[config.mk]
export PLATFORM = sky130hd
export DESIGN_NAME = uecs_endpoint_ctrl
export DESIGN_NICKNAME = d
export VERILOG_FILES = /design/src/pkg/uecs_pkg.sv /design/src/hdl/uecs_endpoint_ctrl.sv
export SDC_FILE = /design/constraint.sdc
export NUM_CORES = 1
export LEC_CHECK = 0
export ABC_AREA = 1
export BUFFER_PORTS_ARGS = -buffer_cell sky130_fd_sc_hd__buf_2
export CAP_MARGIN = 20
export CORE_UTILIZATION = 50
export DETAILED_ROUTE_END_ITERATION = 6
export PLACE_DENSITY = 0.7
export SETUP_SLACK_MARGIN = 0.2
export SYNTH_ARGS = -nofsm -noshare
export SYNTH_HDL_FRONTEND = slang
export SYNTH_SLANG_ARGS = --single-unit
[constraint.sdc]
create_clock -name mclk -period 3.55 [get_ports mclk]
set_input_delay 0.1775 -clock mclk [delete_from_list [all_inputs] [get_ports mclk]]
set_output_delay 0.1775 -clock mclk [all_outputs]
set_load 0.02 [all_outputs]
[src/pkg/uecs_pkg.sv]
// constants, types and register map of the endpoint control and status block
`default_nettype none
package uecs_pkg;
    localparam int unsigned UECS_NUM_EP = 8;
    // register offsets
    localparam logic [7:0] UECS_OFF_EP_SELECT = 8'hca;
    localparam logic [7:0] UECS_OFF_EP_CSR = 8'hcb;
    localparam logic [7:0] UECS_OFF_EP_BYTE_COUNT = 8'hcc;
    localparam logic [7:0] UECS_OFF_EP_FUNC_CTRL = 8'hcd;
    localparam logic [7:0] UECS_OFF_IRQ_FLAGS = 8'he3;
    localparam logic [7:0] UECS_OFF_IRQ_MASK = 8'he4;
    localparam logic [7:0] UECS_OFF_PROTO_MASK = 8'he2;
    localparam logic [7:0] UECS_OFF_EP_RESET = 8'he5;
    // reset values
    localparam logic [7:0] UECS_RST_BYTE = 8'h00;
    localparam logic [7:0] UECS_RST_PROTO_MASK = 8'h32;
    // control/status field positions
    localparam int unsigned UECS_CSR_TXC = 0;
    localparam int unsigned UECS_CSR_RECEIVED_DATA = 1;
    localparam int unsigned UECS_CSR_SETUP = 2;
    localparam int unsigned UECS_CSR_STALL_SENT = 3;
    localparam int unsigned UECS_CSR_TXBUSY = 4;
    localparam int unsigned UECS_CSR_FORCE_STALL = 5;
    localparam int unsigned UECS_CSR_ISOERR = 6;
    // function control and protocol mask field positions
    localparam int unsigned UECS_FC_ENABLE = 7;
    localparam int unsigned UECS_FC_DIR = 2;
    localparam int unsigned UECS_PM_SUSPEND = 0;

    typedef enum logic [1:0] {
        UECS_TYPE_CONTROL = 2'b00,
        UECS_TYPE_ISO = 2'b01,
        UECS_TYPE_BULK = 2'b10,
        UECS_TYPE_INTR = 2'b11
    } uecs_ep_type_t;

    // register port request
    typedef struct packed {
        logic [7:0] addr;
        logic [7:0] wdata;
        logic wr;
        logic rd;
    } uecs_reg_req_t;

    // per-endpoint events from the usb engine, endpoint number alongside
    typedef struct packed {
        logic [2:0] ep;
        logic tx_ack;
        logic rx_data;
        logic [7:0] rx_count;
        logic setup;
        logic stall_sent;
        logic iso_crc_valid;
        logic iso_crc_bad;
        logic bank_empty;
    } uecs_usb_evt_t;
endpackage : uecs_pkg
`default_nettype wire

[src/hdl/uecs_endpoint_ctrl.sv]
// per-endpoint control, status and interrupt logic of the usb device function
//
// Added by the designer: strobed register access.
`timescale 1ns/1ps
`default_nettype none
module uecs_endpoint_ctrl #(
    parameter int unsigned NUM_EP = uecs_pkg::UECS_NUM_EP
) (
    input wire logic mclk,
    input wire logic reset_n,
    input wire uecs_pkg::uecs_reg_req_t reg_req,
    output logic [7:0] reg_rdata,
    input wire uecs_pkg::uecs_usb_evt_t usb_evt,
    input wire logic usb_bus_reset,
    input wire logic suspend_detect,
    input wire logic [2:0] token_ep,
    output logic [NUM_EP-1:0] ep_respond,
    output logic [NUM_EP-1:0] ep_stall,
    output logic [NUM_EP-1:0] ep_tx_ready,
    output logic [NUM_EP-1:0] ep_dir_in,
    output logic [2*NUM_EP-1:0] ep_type,
    output logic [NUM_EP-1:0] ep_data_toggle,
    output logic [NUM_EP-1:0] ep_ptr_clear,
    output logic token_respond,
    output logic token_stall,
    output logic endpoint_irq,
    output logic suspend_irq
);
    import uecs_pkg::*;

    logic [2:0] ep_select_q;
    logic [6:0] csr_q [NUM_EP];
    logic [7:0] byte_count_q [NUM_EP];
    logic [NUM_EP-1:0] endpoint_enable_q;
    logic [NUM_EP-1:0] endpoint_direction_q;
    logic [1:0] endpoint_type_q [NUM_EP];
    logic [NUM_EP-1:0] endpoint_irq_mask_q;
    logic [7:0] proto_mask_q;
    logic suspend_pend_q;
    logic [NUM_EP-1:0] endpoint_reset_q;
    logic [NUM_EP-1:0] toggle_q;
    logic [NUM_EP-1:0] endpoint_irq_flag;
    logic [7:0] rdata_d;
    logic [7:0] rdata_q;

    // decoding of a write to an indexed register, used by several processes
    function automatic logic idx_write(input uecs_reg_req_t r, input logic [7:0] off,
                                       input logic [2:0] sel, input int unsigned n);
        idx_write = r.wr && (r.addr == off) && (sel == 3'(n));
    endfunction

    // plain register write decode, shared by the global registers
    function automatic logic reg_write(input uecs_reg_req_t r, input logic [7:0] off);
        reg_write = r.wr && (r.addr == off);
    endfunction

    always_ff @(posedge mclk or negedge reset_n) begin
        if (!reset_n) begin
            ep_select_q <= 3'h0;
        end else if (reg_write(reg_req, UECS_OFF_EP_SELECT)) begin
            ep_select_q <= reg_req.wdata[2:0];
        end
    end

    always_ff @(posedge mclk or negedge reset_n) begin
        if (!reset_n) begin
            endpoint_irq_mask_q <= '0;
        end else if (reg_write(reg_req, UECS_OFF_IRQ_MASK)) begin
            endpoint_irq_mask_q <= reg_req.wdata[NUM_EP-1:0];
        end
    end

    // protocol mask: only the low four bits are kept, the rest read zero once written
    always_ff @(posedge mclk or negedge reset_n) begin
        if (!reset_n) begin
            proto_mask_q <= UECS_RST_PROTO_MASK;
        end else if (reg_write(reg_req, UECS_OFF_PROTO_MASK)) begin
            proto_mask_q <= {4'h0, reg_req.wdata[3:0]};
        end
    end

    // suspend pending is held until software rewrites the mask register
    always_ff @(posedge mclk or negedge reset_n) begin
        if (!reset_n) begin
            suspend_pend_q <= 1'b0;
        end else if (suspend_detect) begin
            suspend_pend_q <= 1'b1;
        end else if (reg_write(reg_req, UECS_OFF_PROTO_MASK)) begin
            suspend_pend_q <= 1'b0;
        end
    end

    assign suspend_irq = suspend_pend_q & proto_mask_q[UECS_PM_SUSPEND];

    genvar g;
    generate
        for (g = 0; g < NUM_EP; g++) begin : g_ep
            logic hit;
            logic is_ctrl;
            logic dir_in;
            logic wr_csr;
            logic wr_fc;
            logic [6:0] sw;
            logic src_txc;
            logic src_received_data;
            logic src_setup;
            logic src_stall;
            assign hit = (usb_evt.ep == 3'(g));
            assign is_ctrl = (endpoint_type_q[g] == UECS_TYPE_CONTROL);
            assign wr_csr = idx_write(reg_req, UECS_OFF_EP_CSR, ep_select_q, g);
            assign wr_fc = idx_write(reg_req, UECS_OFF_EP_FUNC_CTRL, ep_select_q, g);
            assign sw = reg_req.wdata[6:0];
            assign dir_in = endpoint_direction_q[g] | is_ctrl;

            // status bits: hardware set wins over a software clear in the same cycle,
            // so an event arriving while software acknowledges is never lost
            // ack sets transmit complete
            always_ff @(posedge mclk or negedge reset_n) begin
                if (!reset_n) begin
                    csr_q[g][UECS_CSR_TXC] <= 1'b0;
                end else if (hit && usb_evt.tx_ack) begin
                    csr_q[g][UECS_CSR_TXC] <= 1'b1;
                end else if (wr_csr && !sw[UECS_CSR_TXC]) begin
                    csr_q[g][UECS_CSR_TXC] <= 1'b0;
                end
            end

            always_ff @(posedge mclk or negedge reset_n) begin
                if (!reset_n) begin
                    csr_q[g][UECS_CSR_RECEIVED_DATA] <= 1'b0;
                end else if (hit && usb_evt.rx_data) begin
                    csr_q[g][UECS_CSR_RECEIVED_DATA] <= 1'b1;
                end else if (wr_csr && !sw[UECS_CSR_RECEIVED_DATA]) begin
                    csr_q[g][UECS_CSR_RECEIVED_DATA] <= 1'b0;
                end
            end

            always_ff @(posedge mclk or negedge reset_n) begin
                if (!reset_n) begin
                    csr_q[g][UECS_CSR_SETUP] <= 1'b0;
                end else if (hit && usb_evt.setup && is_ctrl) begin
                    csr_q[g][UECS_CSR_SETUP] <= 1'b1;
                end else if (wr_csr && !sw[UECS_CSR_SETUP]) begin
                    csr_q[g][UECS_CSR_SETUP] <= 1'b0;
                end
            end

            always_ff @(posedge mclk or negedge reset_n) begin
                if (!reset_n) begin
                    csr_q[g][UECS_CSR_STALL_SENT] <= 1'b0;
                end else if (hit && usb_evt.stall_sent) begin
                    csr_q[g][UECS_CSR_STALL_SENT] <= 1'b1;
                end else if (wr_csr && !sw[UECS_CSR_STALL_SENT]) begin
                    csr_q[g][UECS_CSR_STALL_SENT] <= 1'b0;
                end
            end

            // software sets busy, bank empty clears it
            // a refill in the cycle the bank drains keeps the bank busy
            always_ff @(posedge mclk or negedge reset_n) begin
                if (!reset_n) begin
                    csr_q[g][UECS_CSR_TXBUSY] <= 1'b0;
                end else if (wr_csr && sw[UECS_CSR_TXBUSY]) begin
                    csr_q[g][UECS_CSR_TXBUSY] <= 1'b1;
                end else if (hit && usb_evt.bank_empty) begin
                    csr_q[g][UECS_CSR_TXBUSY] <= 1'b0;
                end
            end

            // force stall is a plain control bit
            always_ff @(posedge mclk or negedge reset_n) begin
                if (!reset_n) begin
                    csr_q[g][UECS_CSR_FORCE_STALL] <= 1'b0;
                end else if (wr_csr) begin
                    csr_q[g][UECS_CSR_FORCE_STALL] <= sw[UECS_CSR_FORCE_STALL];
                end
            end

            // crc result of iso packet, read-only to software
            always_ff @(posedge mclk or negedge reset_n) begin
                if (!reset_n) begin
                    csr_q[g][UECS_CSR_ISOERR] <= 1'b0;
                end else if (hit && usb_evt.iso_crc_valid
                             && endpoint_type_q[g] == UECS_TYPE_ISO) begin
                    csr_q[g][UECS_CSR_ISOERR] <= usb_evt.iso_crc_bad;
                end
            end

            always_ff @(posedge mclk or negedge reset_n) begin
                if (!reset_n) begin
                    byte_count_q[g] <= UECS_RST_BYTE;
                end else if (hit && usb_evt.rx_data) begin
                    byte_count_q[g] <= usb_evt.rx_count;
                end
            end

            // bus reset enables endpoint zero, over a same-cycle write
            always_ff @(posedge mclk or negedge reset_n) begin
                if (!reset_n) begin
                    endpoint_enable_q[g] <= 1'b0;
                end else if (usb_bus_reset && g == 0) begin
                    endpoint_enable_q[g] <= 1'b1;
                end else if (wr_fc) begin
                    endpoint_enable_q[g] <= reg_req.wdata[UECS_FC_ENABLE];
                end
            end

            // endpoint direction
            always_ff @(posedge mclk or negedge reset_n) begin
                if (!reset_n) begin
                    endpoint_direction_q[g] <= 1'b0;
                end else if (wr_fc) begin
                    endpoint_direction_q[g] <= reg_req.wdata[UECS_FC_DIR];
                end
            end

            always_ff @(posedge mclk or negedge reset_n) begin
                if (!reset_n) begin
                    endpoint_type_q[g] <= UECS_TYPE_CONTROL;
                end else if (wr_fc) begin
                    endpoint_type_q[g] <= reg_req.wdata[1:0];
                end
            end

            // endpoint reset, self-clearing after one cycle
            // a write while the bit is still up is ignored, so one request is one pulse
            always_ff @(posedge mclk or negedge reset_n) begin
                if (!reset_n) begin
                    endpoint_reset_q[g] <= 1'b0;
                end else if (reg_write(reg_req, UECS_OFF_EP_RESET) && !endpoint_reset_q[g]) begin
                    endpoint_reset_q[g] <= reg_req.wdata[g];
                end else begin
                    endpoint_reset_q[g] <= 1'b0;
                end
            end

            // data toggle: endpoint reset forces zero ahead of any event
            always_ff @(posedge mclk or negedge reset_n) begin
                if (!reset_n) begin
                    toggle_q[g] <= 1'b0;
                end else if (endpoint_reset_q[g]) begin
                    toggle_q[g] <= 1'b0;
                end else if (hit && (usb_evt.tx_ack || usb_evt.rx_data)) begin
                    toggle_q[g] <= ~toggle_q[g];
                end
            end

            // sources qualified by type and direction
            assign src_txc = csr_q[g][UECS_CSR_TXC] && dir_in
                             && endpoint_type_q[g] != UECS_TYPE_ISO;
            assign src_received_data = csr_q[g][UECS_CSR_RECEIVED_DATA] && !(endpoint_direction_q[g] && !is_ctrl);
            assign src_setup = csr_q[g][UECS_CSR_SETUP] && is_ctrl;
            assign src_stall = csr_q[g][UECS_CSR_STALL_SENT] && endpoint_type_q[g] != UECS_TYPE_ISO;
            // any qualified source raises the flag
            // flag falls when sources are cleared
            assign endpoint_irq_flag[g] = src_txc | src_received_data | src_setup | src_stall;

            assign ep_respond[g] = endpoint_enable_q[g];
            assign ep_stall[g] = endpoint_enable_q[g] & csr_q[g][UECS_CSR_FORCE_STALL];
            assign ep_tx_ready[g] = csr_q[g][UECS_CSR_TXBUSY];
            assign ep_dir_in[g] = dir_in;
            assign ep_type[2*g +: 2] = endpoint_type_q[g];
            assign ep_data_toggle[g] = toggle_q[g];
            assign ep_ptr_clear[g] = endpoint_reset_q[g];
        end
    endgenerate

    // token lookup is combinational so the answer is ready in the token's own cycle
    assign token_respond = ep_respond[token_ep];
    assign token_stall = ep_stall[token_ep];

    assign endpoint_irq = |(endpoint_irq_flag & endpoint_irq_mask_q);

    always_comb begin
        rdata_d = 8'h00;
        unique case (reg_req.addr)
            UECS_OFF_EP_SELECT: rdata_d = {5'h00, ep_select_q};
            UECS_OFF_EP_CSR: rdata_d = {1'b0, csr_q[ep_select_q]};
            UECS_OFF_EP_BYTE_COUNT: rdata_d = byte_count_q[ep_select_q];
            UECS_OFF_EP_FUNC_CTRL: rdata_d = {endpoint_enable_q[ep_select_q], 4'h0,
                                              endpoint_direction_q[ep_select_q],
                                              endpoint_type_q[ep_select_q]};
            UECS_OFF_IRQ_FLAGS: rdata_d = 8'(endpoint_irq_flag);
            UECS_OFF_IRQ_MASK: rdata_d = 8'(endpoint_irq_mask_q);
            UECS_OFF_PROTO_MASK: rdata_d = proto_mask_q;
            UECS_OFF_EP_RESET: rdata_d = 8'(endpoint_reset_q);
            default: rdata_d = 8'h00;
        endcase
    end

    // read data valid only in the cycle after the read strobe
    always_ff @(posedge mclk or negedge reset_n) begin
        if (!reset_n) begin
            rdata_q <= 8'h00;
        end else if (reg_req.rd) begin
            rdata_q <= rdata_d;
        end else begin
            rdata_q <= 8'h00;
        end
    end
    assign reg_rdata = rdata_q;
endmodule : uecs_endpoint_ctrl
`default_nettype wire

======== Word-level counts from Yosys, hierarchy flattened ========
Cells that the tools add are included.
word-level totals
  flip-flop bits (word level) ............. 194
operators by class
  magnitude comparators ................... 3
  bitwise operators ....................... 51
  multiplexer cells ....................... 127
  reductions and logical operators ........ 280
  eq/ne operators ......................... 38
operator list
  cell                                                                  count
  1-bit logical AND                                                     190
  1-bit 2-to-1 mux                                                      112
  2-bit nonzero test                                                    50
  8-bit == test, second input constant                                  8
  8-bit one-hot mux with 8 select lines                                 1
  1-bit bitwise OR                                                      32
  1-bit logical NOT                                                     28
  8-bit binary-select mux with 3-bit select                             1
  3-bit == test, second input constant                                  8
  8-bit 2-to-1 mux                                                      3
  7-bit binary-select mux with 3-bit select                             1
  2-bit by 1-bit == test with 1-bit output, second input constant       8
  2-bit logical NOT                                                     8
  2-bit by 1-bit != test with 1-bit output, second input constant       8
  7-bit 2-to-1 mux                                                      2
  1-bit binary-select mux with 3-bit select                             4
  3-bit by 2-bit == test with 1-bit output, second input constant       4
  1-bit AND                                                             9
  8-bit AND                                                             1
  3-bit by 4-bit < comparator with 1-bit output, second input constant  2
  1-bit NOT                                                             8
  8-bit OR reduction                                                    1
  2-bit binary-select mux with 3-bit select                             1
  3-bit by 1-bit == test with 1-bit output, second input constant       2
  5 further kinds                                                       7

======== Longest topological paths before layout ========
Gate-level depths: netlist of run 1.
  depth in word-level cells ............... 10
  mapped depth ............................ 11
  depth with buffers taken out ............ 11

======== Least setup slack after synthesis of run 1 ========
No wires, ideal clock.
  path kind ............................... register to register
  from .................................... reg ep_select_q[1]
  to ...................................... reg rdata_q[5] (netlist: reg_rdata[5])
  path buffers ............................ 1
  path slack .............................. 2082 ps
  clock period less this slack ............ 1468 ps
  data arrival time ....................... 1343 ps
  cell stages (with the launch flop) ...... 10
  path through ............................ dfrtp_1 > buf_4 > nand2_4 > clkinv_1 > a21oi_1 > nand3_1 > nand3_1 > nand2_1 > nor2_1 > nor2_1
on the way
  longest elaborated chain between the ends .. 6
  elaborated cells between the ends (all ways) .. 9
  those cells by class .................... 8 x mux; 1 x bitwise
RTL lines
  what                                                                                                    RTL line                                              RTL
  start: declaration                                                                                      uecs_endpoint_ctrl.sv:31                              logic [2:0] ep_select_q;
  start signal: assignment                                                                                uecs_endpoint_ctrl.sv:61                              ep_select_q <= reg_req.wdata[2:0];
  3-bit NOT with 4-bit output (not written as such) (*)                                                   uecs_endpoint_ctrl.sv:278, uecs_endpoint_ctrl.sv:279
  8-bit binary-select mux with 3-bit select or 7-bit binary-select mux with 3-bit select (tied branches)  uecs_endpoint_ctrl.sv:279, uecs_endpoint_ctrl.sv:278
  8-bit 2-to-1 mux (not written as such) or 7-bit 2-to-1 mux (tied branches) (2 in a row)                 uecs_endpoint_ctrl.sv:279, uecs_endpoint_ctrl.sv:278
  8-bit one-hot mux with 8 select lines (*)                                                               uecs_endpoint_ctrl.sv:276                             unique case (reg_req.addr)
  8-bit 2-to-1 mux (*)                                                                                    uecs_endpoint_ctrl.sv:295                             end else if (reg_req.rd) begin
  end signal: assignment                                                                                  uecs_endpoint_ctrl.sv:296                             rdata_q <= rdata_d;
  end: declaration                                                                                        uecs_endpoint_ctrl.sv:44                              logic [7:0] rdata_q;
Mark *: on every way between the ends. The rest lies on a longest branch, timed or not. The select of a mux whose other input is x is not followed.
A chain may end at the register's enable or synchronous reset.

======== Final worst setup path of run 1 ========
  from .................................... reg ep_select_q[1]
  to ...................................... reg csr_q[15] (netlist bit)
on the way
  longest elaborated chain between the ends .. 4
RTL lines
  what                                 RTL line                   RTL
  3-bit == test                        uecs_endpoint_ctrl.sv:49   idx_write = r.wr && (r.addr == off) && (sel == 3'(n));
  1-bit logical AND                    uecs_endpoint_ctrl.sv:49
  1-bit logical AND                    uecs_endpoint_ctrl.sv:133  end else if (wr_csr && !sw[UECS_CSR_RECEIVED_DATA]) begin
  2-bit nonzero test (no source line)  -
  end signal: indexed assignment       uecs_endpoint_ctrl.sv:130  csr_q[g][UECS_CSR_RECEIVED_DATA] <= 1'b0;
  end signal: indexed assignment       uecs_endpoint_ctrl.sv:132  csr_q[g][UECS_CSR_RECEIVED_DATA] <= 1'b1;
  end signal: indexed assignment       uecs_endpoint_ctrl.sv:134  csr_q[g][UECS_CSR_RECEIVED_DATA] <= 1'b0;
  end: declaration                     uecs_endpoint_ctrl.sv:32   logic [6:0] csr_q [NUM_EP];
No other way between the ends.

==> results.sh, run 1 <==
export IMPL_run_status="completed"
export IMPL_timing_setup_critical_path_class="reg2reg"
export IMPL_timing_final_crit_share=0.701
export IMPL_synthArstFlopShare=1.00
export IMPL_timing_max_transition_violations_final=0
export IMPL_grt_start_max_net_pins=103
export IMPL_p_switching_mw=1.44
export IMPL_switching_share=0.274
export IMPL_cp_common_cell="sky130_fd_sc_hd__nand2_1"
export IMPL_post_route_drc_count=0
export IMPL_cp_max_stage_cell="sky130_fd_sc_hd__dfrtp_1"
export IMPL_critPathLaunchType="flop"
export IMPL_maximum_fanout_count_along_the_critical_path=18
export IMPL_postSynthRegisterBits=193
export IMPL_fp_row_count=50
export IMPL_setup_fix_bufs_post_cts=0
export IMPL_final_ant_viol_nets=0
export IMPL_pwr_dens_nw_per_um2=472
export IMPL_timing_worst_slew_pin_value_ns=0.964
export IMPL_cts_hold_buffers=5
export IMPL_insertion_delay_ns=0.44
export IMPL_cts_root_buf="sky130_fd_sc_hd__clkbuf_16"
export IMPL_n_antenna_cell=0
export IMPL_synth_fp_nets=1345
export IMPL_worstPathArrival_ns=2.79
export IMPL_max_cap_violations=0
export IMPL_cts_sink_count=193
export IMPL_synth_cell_area_um2=9740
export IMPL_maxSlewHeadroom=0.357
export IMPL_final_instance_count_excl_fill=1672
export IMPL_timing_critical_path_required_ns=3.85
export IMPL_cts_htree_levels=4
export IMPL_yosysWarnings=0
export IMPL_total_cts_buffers=17
export IMPL_setup_viol=0
export IMPL_initialDrtViolationCount=1024
export IMPL_fillCellCount=1785
export IMPL_cts_repair_resize_count=0
export IMPL_power_clock_fraction=0.396
export IMPL_grt_overflow_total=0
export IMPL_drive_above_1_share=0.126
export IMPL_post_detailed_placement_half_perimeter_wirelength_um=24100
export IMPL_synth_seq_area_share=0.496
export IMPL_power_sequential_fraction=0.482
export IMPL_setup_ws_ns=1.06
export IMPL_grt_usage=0.346
export IMPL_yosys_most_used_dff="sky130_fd_sc_hd__dfrtp_1"
export IMPL_critical_path_max_stage_delay_ns=0.53
export IMPL_final_routed_wirelength_across_all_metal_layers_um=33100
export IMPL_area_growth_synth_to_final_pct=14.1
export IMPL_place_port_buffers=118
export IMPL_detail_route_first_pass_iterations=5
export IMPL_mostFrequentLayoutCell="sky130_fd_sc_hd__nand2_1"
export IMPL_worst_setup_timing_slack_at_the_placement_stage_ns=1.17
export IMPL_clock_tree_from_tritoncts="built"
export IMPL_finalNetCount=1442
export IMPL_hold_class="in2reg"
export IMPL_chip_height_um=142
export IMPL_viasPerCell=5.65
export IMPL_global_placer_s_final_weighted_congestion=0.962
export IMPL_dp_cells=1635
export IMPL_seq_area_um2=4830
export IMPL_maximum_number_of_buffers_from_clock_root_to_sink=2
export IMPL_vdd_ir_drop_worst_v=0.000352
export IMPL_post_synth_main_area_contributors="sky130_fd_sc_hd__dfrtp_1 (49%), sky130_fd_sc_hd__nand2_1 (17%), sky130_fd_sc_hd__o21ai_0 (11%), sky130_fd_sc_hd__inv_1 (4.4%), sky130_fd_sc_hd__nand3_1 (4.0%)"
export IMPL_max_freq_mhz=402
export IMPL_io_pins=119
export IMPL_yosys_cell_types_count=33
export IMPL_initial_utilization=0.516
export IMPL_synth_area_per_cell_um2=7.48
export IMPL_most_common_layout_cells="sky130_fd_sc_hd__nand2_1 (439), sky130_fd_sc_hd__o21ai_0 (208), sky130_fd_sc_hd__dfrtp_1 (191), sky130_fd_sc_hd__buf_2 (117), sky130_fd_sc_hd__inv_1 (113)"
export IMPL_synth_top_cell_by_area="sky130_fd_sc_hd__dfrtp_1"
export IMPL_fin_setup_tns_ns=0
export IMPL_global_route_wire_length_before_repair_um=51200
export IMPL_timing_clock_skew_ns=0.00780
export IMPL_first_global_vias=8713
export IMPL_count_of_mapped_cells_out_of_synthesis=1302
export IMPL_yosys_area_top_type_share=0.491
export IMPL_core_area_um2=18900
export IMPL_number_of_vias_in_the_routed_layout=9443
export IMPL_initial_antenna_violation_count=0
export IMPL_timing_critical_path_to_type="flop"
export IMPL_multiInputGateArea_um2=4150
export IMPL_power_frac_comb=0.122
export IMPL_routedWlPerCell_um=19.8
export IMPL_die_w_um=142
export IMPL_critical_path_cell_chain="inv_2 -> nand2_1 -> nor2_1 -> nand2_1 -> o21ai_0 -> nand2_1"
export IMPL_finalCriticalPeriod_ns=2.49
export IMPL_leakage_nw=5.53
export IMPL_number_of_hold_violations_in_the_final_report=0
export IMPL_p_int_mw=3.81
export IMPL_dieArea_um2=20000
export IMPL_grt_setup_unrepaired="no"
export IMPL_synth_enable_flop_cells=0
export IMPL_clock_transition_at_the_registers_of_the_reported_paths_ns=0.07
flip-flops by register name, summed over array words and instances (netlist names):
name and flops:
ep_ptr_clear 8, ep_type 16, proto_mask_q 5, ep_respond 8, ep_select_q 3, ep_data_toggle 8
reg_rdata 8, byte_count_q 64, suspend_pend_q 1, endpoint_direction_q 8, csr_q 48, endpoint_irq_mask_q 8
ep_tx_ready 8
cell type report:
| type | count | share of cell area |
|---|---|---|
| sequential | 193 | 0.435 |
| clock buffer | 21 | 0.0405 |
| multi-input combinational | 935 | 0.373 |
| tap | 260 | 0.0293 |
| timing repair buffer | 132 | 0.0656 |
| clock inverter | 11 | 0.0159 |
| inverter | 120 | 0.0405 |
metrics by stage:
step	hold slack, ns	util	power [mW]	instance area [um^2]
global placement	0.339	0.552	3.18	10400
detailed placement	0.337	0.552	3.20	10400
CTS	0.0426	0.588	5.25	11100
global route	0.0729	0.588	5.44	11100
floorplan	-0.118	-	2.93	9740
finish	0.0451	0.588	5.25	11100
metal layers:
metal	wire, um	up-vias	track usage
li1	-	4406	-
met1	13800	4375	0.475
met2	14600	560	0.527
met3	2940	102	0.0526
met4	1850	0	0.192
met5	0	-	0
power by group through the flow:
| stage | logic (mW) | registers, mW | clock network, mW |
|---|---|---|---|
| detailed placement | 0.631 | 2.56 | 0 |
| global route | 0.729 | 2.55 | 2.17 |
| global placement | 0.621 | 2.56 | 0 |
| floorplan | 0.372 | 2.56 | 0 |
| CTS | 0.640 | 2.52 | 2.09 |
| finish | 0.642 | 2.53 | 2.08 |
path summary, 6_finish.rpt:
kind	slack [ns]	start	cells past startpoint	end
max	1.06	ep_select_q[1]$_DFFE_PN0P_	6	csr_q[15]$_DFFE_PN0P_
min	0.05	usb_evt[2]	3	csr_q[34]$_DFFE_PN0P_
max reg2reg	1.06	ep_select_q[1]$_DFFE_PN0P_	6	csr_q[15]$_DFFE_PN0P_
min reg2reg	0.46	proto_mask_q[4]$_DFFE_PN1P_	2	proto_mask_q[4]$_DFFE_PN1P_
max in group asynchronous	2.23	reset_n	3	reg_rdata[4]$_DFF_PN0_
min in group asynchronous	0.37	reset_n	2	ep_respond[5]$_DFFE_PN0P_
Yosys cell counts, types with 2 or more instances:
cell	number
sky130_fd_sc_hd__o21ai_0	208
sky130_fd_sc_hd__clkinv_1	3
sky130_fd_sc_hd__nand3b_1	2
sky130_fd_sc_hd__inv_1	113
sky130_fd_sc_hd__nand2_1	439
sky130_fd_sc_hd__nor3_4	2
sky130_fd_sc_hd__o22ai_1	3
sky130_fd_sc_hd__clkbuf_1	13
sky130_fd_sc_hd__nand4_1	13
sky130_fd_sc_hd__a22oi_1	8
sky130_fd_sc_hd__nor2_2	5
sky130_fd_sc_hd__buf_1	3
sky130_fd_sc_hd__nor2_1	89
sky130_fd_sc_hd__nor3_1	21
sky130_fd_sc_hd__buf_4	18
sky130_fd_sc_hd__buf_2	18
sky130_fd_sc_hd__dfrtp_1	191
sky130_fd_sc_hd__or2_2	3
sky130_fd_sc_hd__nor2_4	2
sky130_fd_sc_hd__nand3_1	78
sky130_fd_sc_hd__inv_2	4
sky130_fd_sc_hd__buf_6	2
sky130_fd_sc_hd__a21oi_1	47
sky130_fd_sc_hd__a31oi_1	2
sky130_fd_sc_hd__dfstp_2	2
sky130_fd_sc_hd__nor3b_1	5
sky130_fd_sc_hd__nand2_4	2
worst max-delay path, delay by kind of cell (launching register included):
kind	cells	cell delay (ns)
compound gates	1	0.32
buf+inv	1	0.36
flops	1	0.53
simple gates	4	1.15
logic make-up (layout without fill, tap and decap cells):
logic type / Yosys count / in the layout / synth area share
and+or+nand+nor: 665 / 665 / 0.284
DFF: 193 / 193 / 0.496
buffers and inverters: 174 / 284 / 0.0778
AOI/OAI and AO/OA: 270 / 270 / 0.142
No activity file was read; power rests on OpenSTA's default activity.
==> inputs of run 2 (changes only) <==
Settings changed: ABC_AREA 1 to 0.
Clock period 3.55 ns to 2.4 ns, I/O delays scaled along.
==> results.sh, run 2 <==
export IMPL_global_placer_s_final_weighted_congestion=0.916
export IMPL_final_instance_count_excl_fill=1199
export IMPL_area_growth_synth_to_final_pct=16.0
export IMPL_initial_antenna_violation_count=0
export IMPL_mostFrequentLayoutCell="sky130_fd_sc_hd__dfrtp_1"
export IMPL_postSynthRegisterBits=193
export IMPL_hold_path_startpoint="usb_evt[12]"
export IMPL_clock_tree_from_tritoncts="built"
export IMPL_vdd_ir_drop_worst_v=0.000527
export IMPL_fp_row_count=50
export IMPL_synth_fp_nets=854
export IMPL_place_port_buffers=118
export IMPL_leakage_nw=4.95
export IMPL_synth_top_cell_by_area="sky130_fd_sc_hd__dfrtp_1"
export IMPL_yosys_cell_types_count=51
export IMPL_worstReg2RegStart="ep_select_q[0]$_DFFE_PN0P_"
export IMPL_number_of_hold_violations_in_the_final_report=0
export IMPL_timing_worst_slew_pin_value_ns=0.829
export IMPL_worst_setup_timing_slack_at_the_placement_stage_ns=0.278
export IMPL_setup_ws_ns=0.0291
export IMPL_grt_overflow_total=0
export IMPL_timing_max_transition_violations_final=0
export IMPL_core_area_um2=18800
export IMPL_finalNetCount=969
export IMPL_cts_sink_count=193
export IMPL_post_synth_main_area_contributors="sky130_fd_sc_hd__dfrtp_1 (49%), sky130_fd_sc_hd__mux2_2 (14%), sky130_fd_sc_hd__mux4_2 (9.8%), sky130_fd_sc_hd__nand2_1 (3.6%), sky130_fd_sc_hd__o21ai_0 (3.3%)"
export IMPL_min_delay_worst_endpoint="byte_count_q[15]$_DFFE_PN0P_"
export IMPL_max_cap_violations=0
export IMPL_run_status="completed"
export IMPL_setup_viol=0
export IMPL_synth_seq_area_share=0.499
export IMPL_reg2reg_setup_slack_ns=0.28
export IMPL_routedWlPerCell_um=23.7
export IMPL_n_antenna_cell=0
export IMPL_clock_transition_at_the_registers_of_the_reported_paths_ns=0.08
export IMPL_most_common_layout_cells="sky130_fd_sc_hd__dfrtp_1 (188), sky130_fd_sc_hd__mux2_2 (124), sky130_fd_sc_hd__buf_2 (117), sky130_fd_sc_hd__nand2_1 (92), sky130_fd_sc_hd__o21ai_0 (63)"
export IMPL_yosys_area_top_type_share=0.493
export IMPL_timing_rr_end="reg_rdata[6]$_DFF_PN0_"
export IMPL_first_global_vias=7191
export IMPL_post_detailed_placement_half_perimeter_wirelength_um=19700
export IMPL_io_pins=119
export IMPL_timing_hold_ws_ns=0.0105
export IMPL_grt_usage=0.299
export IMPL_grt_setup_unrepaired="yes"
export IMPL_synth_top_cells_by_count="sky130_fd_sc_hd__dfrtp_1 (191), sky130_fd_sc_hd__mux2_2 (124), sky130_fd_sc_hd__nand2_1 (92), sky130_fd_sc_hd__o21ai_0 (63), sky130_fd_sc_hd__nor2_1 (45)"
export IMPL_finalCriticalPeriod_ns=2.37
export IMPL_maxSlewHeadroom=0.447
export IMPL_yosys_most_used_dff="sky130_fd_sc_hd__dfrtp_1"
export IMPL_final_routed_wirelength_across_all_metal_layers_um=28500
export IMPL_largest_register_ffs=64
export IMPL_timing_clock_skew_ns=0.0109
export IMPL_post_synth_top_count_cell="sky130_fd_sc_hd__dfrtp_1"
export IMPL_count_of_mapped_cells_out_of_synthesis=811
export IMPL_cts_htree_levels=4
export IMPL_worstPathArrival_ns=2.25
export IMPL_hold_path_cell_count=2
export IMPL_pwr_dens_nw_per_um2=693
export IMPL_synth_area_per_cell_um2=11.9
export IMPL_largest_register="byte_count_q"
export IMPL_dieArea_um2=19900
export IMPL_initial_utilization=0.514
export IMPL_synth_enable_flop_cells=0
export IMPL_hold_class="in2reg"
export IMPL_timing_critical_path_required_ns=2.28
export IMPL_layout_cell_area_non_filler_um2=11200
export IMPL_critPathLaunchType="flop"
export IMPL_yosysWarnings=0
export IMPL_timing_critical_path_to_type="output pin"
export IMPL_total_cts_buffers=17
export IMPL_maximum_number_of_buffers_from_clock_root_to_sink=2
export IMPL_fin_setup_tns_ns=0
export IMPL_max_freq_mhz=422
export IMPL_dp_cells=1155
export IMPL_viasPerCell=6.20
export IMPL_detail_route_first_pass_iterations=6
export IMPL_global_route_wire_length_before_repair_um=43900
export IMPL_synth_cell_area_um2=9690
export IMPL_cts_root_buf="sky130_fd_sc_hd__clkbuf_16"
export IMPL_chip_height_um=141
export IMPL_grt_start_max_net_pins=72
export IMPL_final_ant_viol_nets=0
export IMPL_timing_reg2reg_worst_path_depth=7
export IMPL_number_of_vias_in_the_routed_layout=7431
export IMPL_post_route_drc_count=0
export IMPL_insertion_delay_ns=0.44
export IMPL_initialDrtViolationCount=712
export IMPL_timing_final_crit_share=0.988
export IMPL_drive_above_1_share=0.388
export IMPL_die_w_um=141
export IMPL_dpl_instance_area_um2=10500
export IMPL_synthArstFlopShare=1.00
export IMPL_totalPowerFinal_mw=7.78
export IMPL_maximum_fanout_count_along_the_critical_path=5
export IMPL_finalCoreUtilization=0.597
export IMPL_timing_setup_critical_path_class="reg2out"
[run 2: changes by cell type after synthesis, moves of 11 or more]
cell / before / now
sky130_fd_sc_hd__nor3_1: 21 / 8
sky130_fd_sc_hd__nor2_1: 89 / 45
sky130_fd_sc_hd__inv_1: 113 / 16
sky130_fd_sc_hd__nand2_1: 439 / 92
sky130_fd_sc_hd__mux2i_1: 0 / 24
sky130_fd_sc_hd__mux2_2: 0 / 124
sky130_fd_sc_hd__mux4_2: 0 / 42
sky130_fd_sc_hd__nand3_1: 78 / 19
sky130_fd_sc_hd__a21oi_1: 47 / 12
sky130_fd_sc_hd__and2_1: 0 / 15
sky130_fd_sc_hd__nor2b_1: 0 / 11
sky130_fd_sc_hd__o21ai_0: 208 / 63
[run 2: critical path: stages (launching register included)]
cell and delay [ns]:
sky130_fd_sc_hd__dfrtp_1 0.43, sky130_fd_sc_hd__nor4_1 0.32, sky130_fd_sc_hd__nor3_1 0.09, sky130_fd_sc_hd__a221oi_2 0.29
sky130_fd_sc_hd__inv_1 0.10, sky130_fd_sc_hd__a221oi_2 0.26, sky130_fd_sc_hd__nand4_1 0.14, sky130_fd_sc_hd__buf_2 0.18
[run 2: worst max path at each step]
stage	startpoint	to	slack, ns
2_1_floorplan	ep_select_q[0]$_DFFE_PN0P_	reg_rdata[7]$_DFF_PN0_	0.55
3_3_place_gp	ep_select_q[0]$_DFFE_PN0P_	reg_rdata[2]$_DFF_PN0_	0.30
3_5_place_dp	ep_select_q[0]$_DFFE_PN0P_	reg_rdata[5]$_DFF_PN0_	0.28
4_1_cts	csr_q[21]$_DFFE_PN0P_	endpoint_irq	0.03
5_1_grt	csr_q[21]$_DFFE_PN0P_	endpoint_irq	-0.05
6_report	csr_q[45]$_DFFE_PN0P_	endpoint_irq	0.03
[run 2: power by group]
part / switching, mW / internal (mW)
clock network: 1.40 / 1.38
logic: 0.609 / 0.562
registers: 0.228 / 3.61
total: 2.24 / 5.55
[run 2: cell type report]
class | instances | area [um^2]
fillers | 1546 | 7590
repair buffers | 151 | 927
multi-input cells | 546 | 4520
inverters | 17 | 63.8
flip-flops and latches | 193 | 4840
clock inverters | 15 | 143
clock buffers | 17 | 425
well taps | 260 | 325
[run 2: logic make-up after synthesis]
logic type / count (synthesis) / synth area share
AND/OR/NAND/NOR: 235 / 0.121
flip-flops: 193 / 0.499
multiplexers: 190 / 0.267
AO/OA/AOI/OAI: 113 / 0.0692
buffers and inverters: 72 / 0.0369
XOR/XNOR: 8 / 0.00723
[run 2: per-layer routing]
layer  up-vias  wire length (um)  global-route usage
met2       409             13300               0.467
li1       3162                 -                   -
met1      3790             11900               0.410
met5         -                 0                   0
met4         0               849               0.109
met3        70              2420              0.0669
[run 2: what timing repair did]
action	CTS	global route
hold endpoints to repair	202	0
resized for setup	1	5
gates cloned	0	1
setup endpoints to repair	1	7
hold buffers	5	0
setup buffers	1	5
pin swaps	0	1
